## src/design/rsf_defines.svh

```systemverilog
/*
  Constants of the ranging segment framer: status codes, bit positions, usage codes, segment lengths.
  Assumes inclusion by bare name from the package and the framer.
*/
`ifndef RSF_DEFINES_SVH
`define RSF_DEFINES_SVH

// version code in status bits 7:6 of both segments
`define RSF_VERSION 2'h0
// interval usage codes that carry ranging bursts
`define RSF_USAGE_RNG_A 4'h3
`define RSF_USAGE_RNG_B 4'h4
// header status bit positions
`define RSF_HS_TYPE 5
`define RSF_HS_NOPAY 4
`define RSF_HS_HDR_CHK 1
`define RSF_HS_CRC 0
// trailer status bit positions
`define RSF_TS_MOD_RATIO 5
`define RSF_TS_TIME 4
`define RSF_TS_FREQ 3
`define RSF_TS_BIN 2
`define RSF_TS_VND 0
// burst status bit positions
`define RSF_BS_RNG 7
`define RSF_BS_PRE 6
`define RSF_BS_POST 5
// bit position of each segment's status byte inside the shift register
`define RSF_HDR_STAT_LSB 184
`define RSF_TRL_STAT_LSB 120
// shift register width: 64-bit header then 128-bit trailer
`define RSF_SH_W 192
// last byte index of each segment
`define RSF_HDR_LAST 6'h07
`define RSF_TRL_LAST 6'h0B
`define RSF_TRL_LAST_V 6'h0F
// vendor content ceiling in bytes
`define RSF_VND_MAX 6'h20

`endif

```

## src/design/rsf_pkg.sv

```systemverilog
/*
  Types of the ranging segment framer: state enum and the register struct of the framer.
  Assumes rsf_defines.svh on the include path.
*/
`include "rsf_defines.svh"

package rsf_pkg;

  typedef enum logic [2:0] {
    rsf_idle = 3'h0,
    rsf_hdr = 3'h1,
    rsf_pay = 3'h3,
    rsf_trl = 3'h2,
    rsf_vnd = 3'h6
  } rsf_state_t;

  typedef struct packed {
    rsf_state_t state;
    logic [`RSF_SH_W-1:0] sh;
    logic [5:0] idx;
    logic vend;
    logic [5:0] vlen;
    logic nopay;
    logic out_valid;
    logic [7:0] out_data;
    logic out_sop;
    logic out_eop;
    logic desc_ready;
    logic pay_ready;
    logic divert;
  } rsf_regs_t;

endpackage

```

## src/design/rsf_vnd_if.sv

```systemverilog
/*
  Interface between the framer and its vendor content store: one write port, one read port.
  Assumes both ends run on sys_clk.
*/
`timescale 1ns/10ps

interface rsf_vnd_if #(parameter int AW = 5);
  logic wr_en;
  logic [AW-1:0] wr_addr;
  logic [7:0] wr_data;
  logic [AW-1:0] rd_addr;
  logic [7:0] rd_data;

  modport store (input wr_en, input wr_addr, input wr_data, input rd_addr, output rd_data);
  modport user (output wr_en, output wr_addr, output wr_data, output rd_addr, input rd_data);
endinterface

```

## src/design/rsf_vnd_store.sv

```systemverilog
/*
  Vendor content store: DEPTH bytes, synchronous write, combinational read.
  Assumes writes happen while no frame reads the store.
*/
`timescale 1ns/10ps

module rsf_vnd_store #(
  parameter int DEPTH = 32
) (
  // clock and reset
  input wire logic sys_clk,
  input wire logic resetn,
  // store side
  rsf_vnd_if.store vif
);

  typedef struct packed {
    logic [DEPTH-1:0][7:0] mem;
  } rsf_vmem_t;

  rsf_vmem_t st;
  rsf_vmem_t next_st;

  always_comb begin
    next_st = st;
    if (vif.wr_en) begin
      next_st.mem[vif.wr_addr] = vif.wr_data;
    end
  end

  always_ff @(posedge sys_clk) begin
    if (!resetn) begin
      st <= '0;
    end else begin
      st <= next_st;
    end
  end

  assign vif.rd_data = st.mem[vif.rd_addr];

endmodule

```

## src/design/rsf_framer.sv

```systemverilog
/*
  Ranging segment framer: builds header and trailer around each ranging burst, one unit per frame.
  Assumes descriptor, payload and vendor write ports come from logic on sys_clk; out_ready from the
  packetiser on the same clock.
*/
`timescale 1ns/10ps
`include "rsf_defines.svh"

////////////////////////////////////////////////////////////////////////////////
// Behaviour
// - header status bits 7:6 hold version 00; bits 3:2 stay zero.
// - header status bit 5 is 0 for fine, 1 for initial ranging.
// - fine ranging: header bit 4 set when no burst, no payload follows.
// - fine ranging: header bit 1 reports header check sequence failure.
// - header bit 0 reports CRC failure for both ranging types.
// - a zero bit then the 4-bit interval usage code follow the status.
// - the 14-bit scheduled service identifier follows.
// - the 32-bit start minislot follows; 5 zero bits end the header.
// - trailer bit 5 flags a valid modulation error ratio; bits 7:6 carry the version.
// - trailer bit 4 flags a valid timing error.
// - trailer bit 3 flags a valid frequency error.
// - trailer bit 2 flags a valid burst power bin.
// - trailer bit 0 set exactly when vendor fields are appended; bit 1 zero.
// - burst status bit 7 set when further ranging is required.
// - burst status bits 6:5 give 00 pass, 10 pre fail, 11 both fail.
// - burst status bits 2:0 carry the power bin; 16 zero bits follow.
// - modulation error ratio carried as unsigned 8 bits in quarter dB.
// - power error carried as signed 8 bits in quarter dB.
// - frequency error carried as signed 16 bits in hertz.
// - timing error carried as signed 32 bits in 204.8 MHz periods.
// - with vendor flag, three identifier bytes and a length at most 32.
// - exactly length vendor content bytes follow, only with vendor flag.
// - ranging bursts on enabled channels go here, never to the data tunnel.
// - each unit is one whole frame, never split nor merged.
module rsf_framer
  import rsf_pkg::*;
#(
  parameter int VND_DEPTH = 32
) (
  // clock and reset
  input wire logic sys_clk,
  input wire logic resetn,
  // channel configuration
  input wire logic rng_pw_enable,
  // burst descriptor
  input wire logic desc_valid,
  output logic desc_ready,
  input wire logic desc_initial,
  input wire logic desc_no_burst,
  input wire logic desc_hdr_chk_fail,
  input wire logic desc_crc_fail,
  input wire logic [3:0] desc_usage_code,
  input wire logic [13:0] desc_service_id,
  input wire logic [31:0] desc_minislot,
  // burst measurements
  input wire logic desc_mod_ratio_ok,
  input wire logic [7:0] desc_mod_ratio,
  input wire logic [7:0] desc_pwr_err,
  input wire logic desc_freq_ok,
  input wire logic [15:0] desc_freq_err,
  input wire logic desc_time_ok,
  input wire logic [31:0] desc_time_err,
  input wire logic desc_bin_ok,
  input wire logic [2:0] desc_bin,
  input wire logic desc_reranging,
  input wire logic desc_pre_fail,
  input wire logic desc_post_fail,
  // vendor extension
  input wire logic desc_vendor,
  input wire logic [23:0] desc_org_id,
  input wire logic [5:0] desc_vlen,
  input wire logic vnd_wr_en,
  input wire logic [4:0] vnd_wr_addr,
  input wire logic [7:0] vnd_wr_data,
  // payload in
  input wire logic pay_valid,
  input wire logic [7:0] pay_data,
  input wire logic pay_last,
  output logic pay_ready,
  // frame out
  output logic out_valid,
  output logic [7:0] out_data,
  output logic out_sop,
  output logic out_eop,
  input wire logic out_ready,
  // bursts handed to the data tunnel
  output logic data_pw_divert
);

  rsf_regs_t st;
  rsf_regs_t next_st;

  //////////////////////////////////////////////////////////////////////////////
  // vendor store

  rsf_vnd_if #(.AW(5)) vif ();

  assign vif.wr_en = vnd_wr_en;
  assign vif.wr_addr = vnd_wr_addr;
  assign vif.wr_data = vnd_wr_data;
  assign vif.rd_addr = st.idx[4:0];

  rsf_vnd_store #(.DEPTH(VND_DEPTH)) u_store (
    .sys_clk(sys_clk),
    .resetn(resetn),
    .vif(vif)
  );

  //////////////////////////////////////////////////////////////////////////////
  // segment assembly

  logic rng_hit;
  logic take;
  logic nopay_w;
  logic [7:0] hdr_stat;
  logic [7:0] trl_stat;
  logic [7:0] burst_stat;
  logic [63:0] hdr;
  logic [127:0] trl;
  logic [5:0] vlen_c;

  assign rng_hit = rng_pw_enable && (desc_usage_code == `RSF_USAGE_RNG_A ||
                                     desc_usage_code == `RSF_USAGE_RNG_B);
  assign take = (st.state == rsf_idle) && desc_valid && st.desc_ready;
  assign nopay_w = !desc_initial && desc_no_burst;
  assign hdr_stat = {`RSF_VERSION, desc_initial, nopay_w, 2'h0,
                     !desc_initial && desc_hdr_chk_fail, desc_crc_fail};
  assign hdr = {hdr_stat, 1'b0, desc_usage_code, desc_service_id, desc_minislot, 5'h00};
  assign trl_stat = {`RSF_VERSION, desc_mod_ratio_ok, desc_time_ok, desc_freq_ok,
                     desc_bin_ok, 1'b0, desc_vendor};
  assign burst_stat = {desc_reranging, desc_pre_fail || desc_post_fail, desc_post_fail,
                       2'h0, desc_bin};
  assign vlen_c = (desc_vlen > `RSF_VND_MAX) ? `RSF_VND_MAX : desc_vlen;
  assign trl = {trl_stat, burst_stat, 16'h0000, desc_mod_ratio, desc_pwr_err,
                desc_freq_err, desc_time_err, desc_org_id, 2'h0, vlen_c};

  //////////////////////////////////////////////////////////////////////////////
  // frame sequencer

  logic slot;
  logic vnd_more;
  logic last;

  always_comb begin
    next_st = st;
    next_st.divert = 1'b0;
    next_st.out_valid = st.out_valid && !out_ready;
    slot = !st.out_valid || out_ready;
    vnd_more = st.vend && (st.vlen != 6'h00);
    last = 1'b0;
    case (st.state)
      rsf_idle: begin
        if (take) begin
          if (rng_hit) begin
            next_st.sh = {hdr, trl};
            next_st.idx = 6'h00;
            next_st.vend = desc_vendor;
            next_st.vlen = vlen_c;
            next_st.nopay = nopay_w;
            next_st.state = rsf_hdr;
          end else begin
            next_st.divert = 1'b1;
          end
        end
      end
      rsf_hdr: begin
        if (slot) begin
          last = (st.idx == `RSF_HDR_LAST);
          next_st.out_valid = 1'b1;
          next_st.out_data = st.sh[`RSF_SH_W-1 -: 8];
          next_st.out_sop = (st.idx == 6'h00);
          next_st.out_eop = 1'b0;
          next_st.sh = {st.sh[`RSF_SH_W-9:0], 8'h00};
          next_st.idx = last ? 6'h00 : st.idx + 6'h01;
          if (last) begin
            next_st.state = st.nopay ? rsf_trl : rsf_pay;
          end
        end
      end
      rsf_pay: begin
        if (st.pay_ready && pay_valid) begin
          next_st.out_valid = 1'b1;
          next_st.out_data = pay_data;
          next_st.out_sop = 1'b0;
          next_st.out_eop = 1'b0;
          if (pay_last) begin
            next_st.state = rsf_trl;
          end
        end
      end
      rsf_trl: begin
        if (slot) begin
          last = (st.idx == (st.vend ? `RSF_TRL_LAST_V : `RSF_TRL_LAST));
          next_st.out_valid = 1'b1;
          next_st.out_data = st.sh[`RSF_SH_W-1 -: 8];
          next_st.out_sop = 1'b0;
          next_st.out_eop = last && !vnd_more;
          next_st.sh = {st.sh[`RSF_SH_W-9:0], 8'h00};
          next_st.idx = last ? 6'h00 : st.idx + 6'h01;
          if (last) begin
            next_st.state = vnd_more ? rsf_vnd : rsf_idle;
          end
        end
      end
      rsf_vnd: begin
        if (slot) begin
          last = (st.idx == st.vlen - 6'h01);
          next_st.out_valid = 1'b1;
          next_st.out_data = vif.rd_data;
          next_st.out_sop = 1'b0;
          next_st.out_eop = last;
          next_st.idx = last ? 6'h00 : st.idx + 6'h01;
          if (last) begin
            next_st.state = rsf_idle;
          end
        end
      end
      default: begin
        next_st.state = rsf_idle;
      end
    endcase
    next_st.desc_ready = (next_st.state == rsf_idle);
    next_st.pay_ready = (next_st.state == rsf_pay) && !next_st.out_valid;
  end

  always_ff @(posedge sys_clk) begin
    if (!resetn) begin
      st <= '0;
    end else begin
      st <= next_st;
    end
  end

  assign desc_ready = st.desc_ready;
  assign pay_ready = st.pay_ready;
  assign out_valid = st.out_valid;
  assign out_data = st.out_data;
  assign out_sop = st.out_sop;
  assign out_eop = st.out_eop;
  assign data_pw_divert = st.divert;

  //////////////////////////////////////////////////////////////////////////////
  // checks

  localparam int HS = `RSF_HDR_STAT_LSB;
  localparam int TS = `RSF_TRL_STAT_LSB;
endmodule

```

## config.mk

```make
export PLATFORM = sky130hd
export DESIGN_NAME = rsf_framer
export DESIGN_NICKNAME = d
export VERILOG_FILES = /design/src/design/rsf_pkg.sv /design/src/design/rsf_vnd_if.sv /design/src/design/rsf_vnd_store.sv /design/src/design/rsf_framer.sv
export VERILOG_INCLUDE_DIRS = /design/src /design/src/design
export SDC_FILE = /design/constraint.sdc
export NUM_CORES = 1
export LEC_CHECK = 0
export BUFFER_PORTS_ARGS = -buffer_cell sky130_fd_sc_hd__buf_2
export CAP_MARGIN = 20
export CORE_UTILIZATION = 40
export CTS_CLUSTER_SIZE = 28
export DETAILED_ROUTE_END_ITERATION = 10
export PLACE_DENSITY = 0.56
export SETUP_SLACK_MARGIN = 0.02
export SLEW_MARGIN = 20
export SYNTH_ARGS = -nofsm -noshare
export SYNTH_HDL_FRONTEND = slang
export SYNTH_SLANG_ARGS = --single-unit
```

## constraint.sdc

```tcl
create_clock -name sys_clk -period 3.7 [get_ports sys_clk]
set_clock_uncertainty 0.2 [all_clocks]
set_input_delay 0.925 -clock sys_clk [delete_from_list [all_inputs] [get_ports sys_clk]]
set_output_delay 0.925 -clock sys_clk [all_outputs]
set_load 0.005 [all_outputs]
```

; ---- Word-level counts from Yosys, hierarchy flattened
; Cells that the tools add are included.
[totals]
output_inout_bits = 14
register_bits = 479
inputBits = 188
[classes]
magnitude_cmp = 4
eq_ne = 16
n_addsub = 2
mux = 32
reduce_logical = 31
[ops]
columns = operator, n
row1 = $pmux 192 s3, 1
row2 = $mux 209, 2
row3 = $mux 201, 2
row4 = $bwmux 256, 1
row5 = $mux 11, 4
row6 = $pmux 11 s4, 1
row7 = $bmux 8 s5, 1
row8 = $demux 8 s5, 1
row9 = $mux 6, 5
row10 = $mux 3, 8
row11 = $pmux 6 s4, 1
row12 = $mux 8, 2
row13 = $pmux 3 s5, 1
row14 = $lt 5x6->1 const B, 2
row15 = $ne 2x2->1 const B, 6
row16 = $logic_and 1x1->1, 11
row17 = $reduce_and 5->1, 2
row18 = $eq 3x2->1 const B, 3
row19 = $reduce_bool 4->1, 2
row20 = $add 6x1->6 const B, 1
row21 = $eq 6x3->1 const B, 1
row22 = $eq 6x4->1, 1
row23 = $eq 6x6->1, 1
row24 = $gt 6x6->1 const B, 1
row25 = 15 further kinds, 24

; ---- Longest topological paths before layout
[depth]
ltp_word = 8
depth_mapped = 9

; ---- Hierarchy
; From an unflattened synthesis, not the netlist that was laid out.
[hier_totals]
hier_cells = 2193
hier_area_um2 = 20901.3
[by_module_without_submodules]
columns = module, area_each_um2, cells_per_inst, n_inst, seq_area_each_um2
row1 = rsf_vnd_store, 12406.9, 1318, 1, 5124.9
row2 = rsf_framer, 8494.4, 875, 1, 4424.2

; ---- Least setup slack after synthesis
; No wires, ideal clock.
[synth_path]
kind = input port to flip-flop
from = input desc_usage_code[0]
to = register st[146] (netlist bit)
stages = 7
t_arrival_ns = 2.498
required_time_ns = 3.426
setup_ns = 0.074
path_slack_ns = 0.928
cell_sequence = nor3b_1 o2111a_1 clkbuf_1 buf_1 clkbuf_1 o21ai_0 a31oi_1
[synth_via]
elab_chain_cells = 5
[synth_rtl]
columns = item, line
row1 = "start, declared", rsf_framer.sv:52  ; input wire logic [3:0] desc_usage_code,
row2 = $eq 4x2->1 (no line) or $eq 4x3->1 (tied branches), --
row3 = $logic_or 1x1->1 (no line) (*), --
row4 = $logic_and 1x1->1 (*), rsf_framer.sv:122  ; assign rng_hit = rng_pw_enable && (desc_usage_code == `RSF_USAGE_RNG_A ||
row5 = $ne 2x2->1 (no line) (*), --
row6 = $reduce_and 5->1 (no line) (*), --
row7 = "end signal, assigned", rsf_framer.sv:230  ; st <= next_st;
row8 = "end, declared", rsf_framer.sv:90  ; rsf_regs_t st;
; Every way passes the cells marked *; elsewhere a longest branch is shown, timed or not.
; A chain may end at the register's enable or synchronous reset.

; ---- Final worst setup path
[layout_path]
from = register st[22] (netlist bit)
to = register st (netlist bit out_data[1])
[layout_via]
elab_chain_cells = 4
[layout_rtl]
columns = item, line
row1 = $bmux 8 s5, rsf_vnd_store.sv:39  ; assign vif.rd_data = st.mem[vif.rd_addr];
row2 = $mux 8 (implied by the code), rsf_vnd_store.sv:39
row3 = $mux 11, rsf_framer.sv:206  ; if (slot) begin
row4 = $pmux 11 s4, rsf_framer.sv:151  ; case (st.state)
; Every way passes these cells. The select of a mux whose other input is x is not followed.

==> impl_results.md <==
* Total negative slack at 0 ns
* Count of TritonRoute iterations in the first routing pass at 10
* Maxcap violations at 0
* Maximum VDD drop at 0.290 mV
* Synthesis-to-layout area growth at 16.8%
* Worst Path Max Fanout at 38
* Run status: finished, final reports clean
* Worst Path Class, Setup: reg2reg
* Hold Path Depth at 2
* Max Buffers Root-to-Sink at 3
* GRT Total Usage at 0.212
* Global-route wire length before repair at 83.8 mm
* WP data arrival at 2.89 ns
* P_leak at 8.61 nW
* Max frequency at 377 MHz
* RSZ-0062 raised after global routing: no
* Root Buffer: clkbuf_16
* Drt drc at 0
* Die H at 223 um
* DR iter-0 viols at 1856
* Post-synthesis cell area at 19500 sq um
* Ports at 202
* Seq/Total Area, Yosys at 0.489
* Least-Margin Pin Slew at 1.00 ns
* Post-DRT Antenna Nets at 0
* Yosys warns at 0
* Startpoint type of the worst setup path: flip-flop
* Setup Buffers After CTS at 0
* Post-Syn Nets at 2123
* Setup violators final at 0
* DIE AREA at 49700 sq um
* GPL Wtd Cong at 0.802
* Worst min path class: reg2reg
* Post-synth EDFFs at 0
* H-tree depth at 2
* Dpl ws at 0.655 ns
* Vias/cell at 5.76
* Power density over the cells at 483 nW/um^2
* Post-synthesis sequential element count at 477
* Via count at 15500
* Port bufs at 201
* Fin crit share at 0.716
* Post-synth top area cell: dfxtp_1
* Cells on worst reg2reg path at 5
* CTS tree: yes
* Critical Path End Type: flip-flop
* Worst EP required at 3.93 ns
* Largest net degree at the start of global routing at 220
* Clock Latency Late Sink at 0.59 ns
* Post-cts hold buffer count at 0
* Post_cts resized at 0
* Final min period at 2.65 ns
* Initial antenna violation count at 6
* Worst Slack Setup Final at 1.05 ns
* Core box area at 47900 sq um
* Mean routed wirelength per cell at 20.1 um
* Fill count at 4529
* Main synth FF type: dfxtp_1
* Async set-reset flop share out of synthesis at 0
* Fin. max-slew vios at 0
* Worst-path clk slew at 0.06 ns
* Syn_area_per_cell at 10.1 sq um
* Share of layout cells above drive strength 1 at 0.200
* Synth area leaders: dfxtp_1 49%, mux2i_1 11%, mux4_2 8.3%
* Routed wire length at 54.1 mm
* Row count at 80
* Hold Fails Final Rpt at 0
* Cell variety after synth at 57
* Worst rel slew slack at 0.331
* Commonest non-fill, non-tap cell in the layout: dfxtp_1
* Starting Density at 0.407
* Vias in the first global route at 14900
* Final net count at 2232
* Yosys top cell area share at 0.489
* TritonCTS Sinks at 477
* Die Wd at 223 um
* Commonest cells after routing, fill and taps aside: 474 x dfxtp_1, 420 x nor2_1, 224 x mux2i_1
* Post-DP HPWL at 34.3 mm
* CTS buffer count at 51
* Cells after Synth at 1931
* Overflow after GRT at 0
## final timing paths
kind	slack [ns]	endpoint	start
worst max-delay path	1.05	out_data[1]	st[22]
worst min-delay path	0.25	u_store.st[147]	u_store.st[147]
worst max register to register	1.05	out_data[1]	st[22]
worst min register to register	0.25	u_store.st[147]	u_store.st[147]
## synth_stat cells (all sizes together), types with 2 or more instances
| library cell | count |
|---|---|
| and2 | 4 |
| nand4 | 2 |
| nand3 | 55 |
| o21ai | 11 |
| buf | 37 |
| nand3b | 5 |
| ha | 4 |
| mux2i | 224 |
| o221ai | 9 |
| dfxtp | 477 |
| mux4 | 72 |
| a31oi | 5 |
| nor3b | 5 |
| and3 | 4 |
| o22a | 8 |
| a222oi | 158 |
| o211ai | 3 |
| xnor2 | 7 |
| or4 | 2 |
| and3b | 2 |
| a211oi | 2 |
| clkbuf | 150 |
| nor2b | 4 |
| a21oi | 71 |
| inv | 13 |
| nor4 | 3 |
| nor3 | 8 |
| nor2 | 425 |
| a22oi | 35 |
| nand2 | 101 |
| nand2b | 6 |
## per-layer routing
metal  part of all wire  GRT usage  vias to the layer above
met1               0.44      0.280                     7656
met3              0.064     0.0417                       85
met5            0.00092          0                        -
met2               0.47      0.349                      450
met4              0.023     0.0661                        8
li1                   -          -                     7346
## sequential cells by signal, indices dropped and copies added, names as in the netlist
register and count:
out_valid 1, data_pw_divert 1, u_store.st 256, out_data 8
out_eop 1, desc_ready 1, out_sop 1, pay_ready 1
st 207
## cell families after synthesis
group                    count (synthesis)  synth area share
AO/OA/AOI/OAI                          314             0.133
buffers and inverters                  200            0.0409
adder cells (fa/ha/maj)                  4           0.00256
AND/OR/NAND/NOR                        632             0.133
XOR/XNOR                                 8           0.00359
multiplexers                           296             0.198
flip-flops                             477             0.489
## through the flow
stage / total power [mW] / std cells / utilization / instance area [sq um] / hold slack [ns]
2_1_floorplan: 5.55 / 1931 / - / 19500 / 0.233
3_3_place_gp: 5.75 / 2602 / 0.439 / 21000 / 0.238
3_5_place_dp: 5.76 / 2602 / 0.439 / 21000 / 0.247
4_1_cts: 11.2 / 2696 / 0.476 / 22800 / 0.255
5_1_grt: 11.4 / 2696 / 0.476 / 22800 / 0.267
6_report: 11.0 / 2698 / 0.476 / 22800 / 0.254
## worst max-delay path, cell delays in order, from the launching register on
cell and delay [ns]:
dfxtp_4 0.62, buf_12 0.34, mux4_2 0.57, mux2i_1 0.37
o22a_1 0.22, o221ai_1 0.11
## report_power, final
part           switching, mW  total (mW)  internal (mW)
combinational          0.289       0.450          0.161
clock                   2.11        5.38           3.27
sequential            0.0213        5.19           5.17
## area by class of cell
type | count | area [sq um] | area share
Antenna cell | 2 | 5.00 | 0.000219
Clock buffer | 75 | 1490 | 0.0652
Clock inverter | 19 | 289 | 0.0127
Inverter | 13 | 56.3 | 0.00247
Multi-Input combinational cell | 1254 | 9230 | 0.404
Sequential cell | 477 | 9560 | 0.419
Tap cell | 615 | 769 | 0.0337
Timing Repair Buffer | 243 | 1420 | 0.0623
No activity file was read; power rests on OpenSTA's default activity.
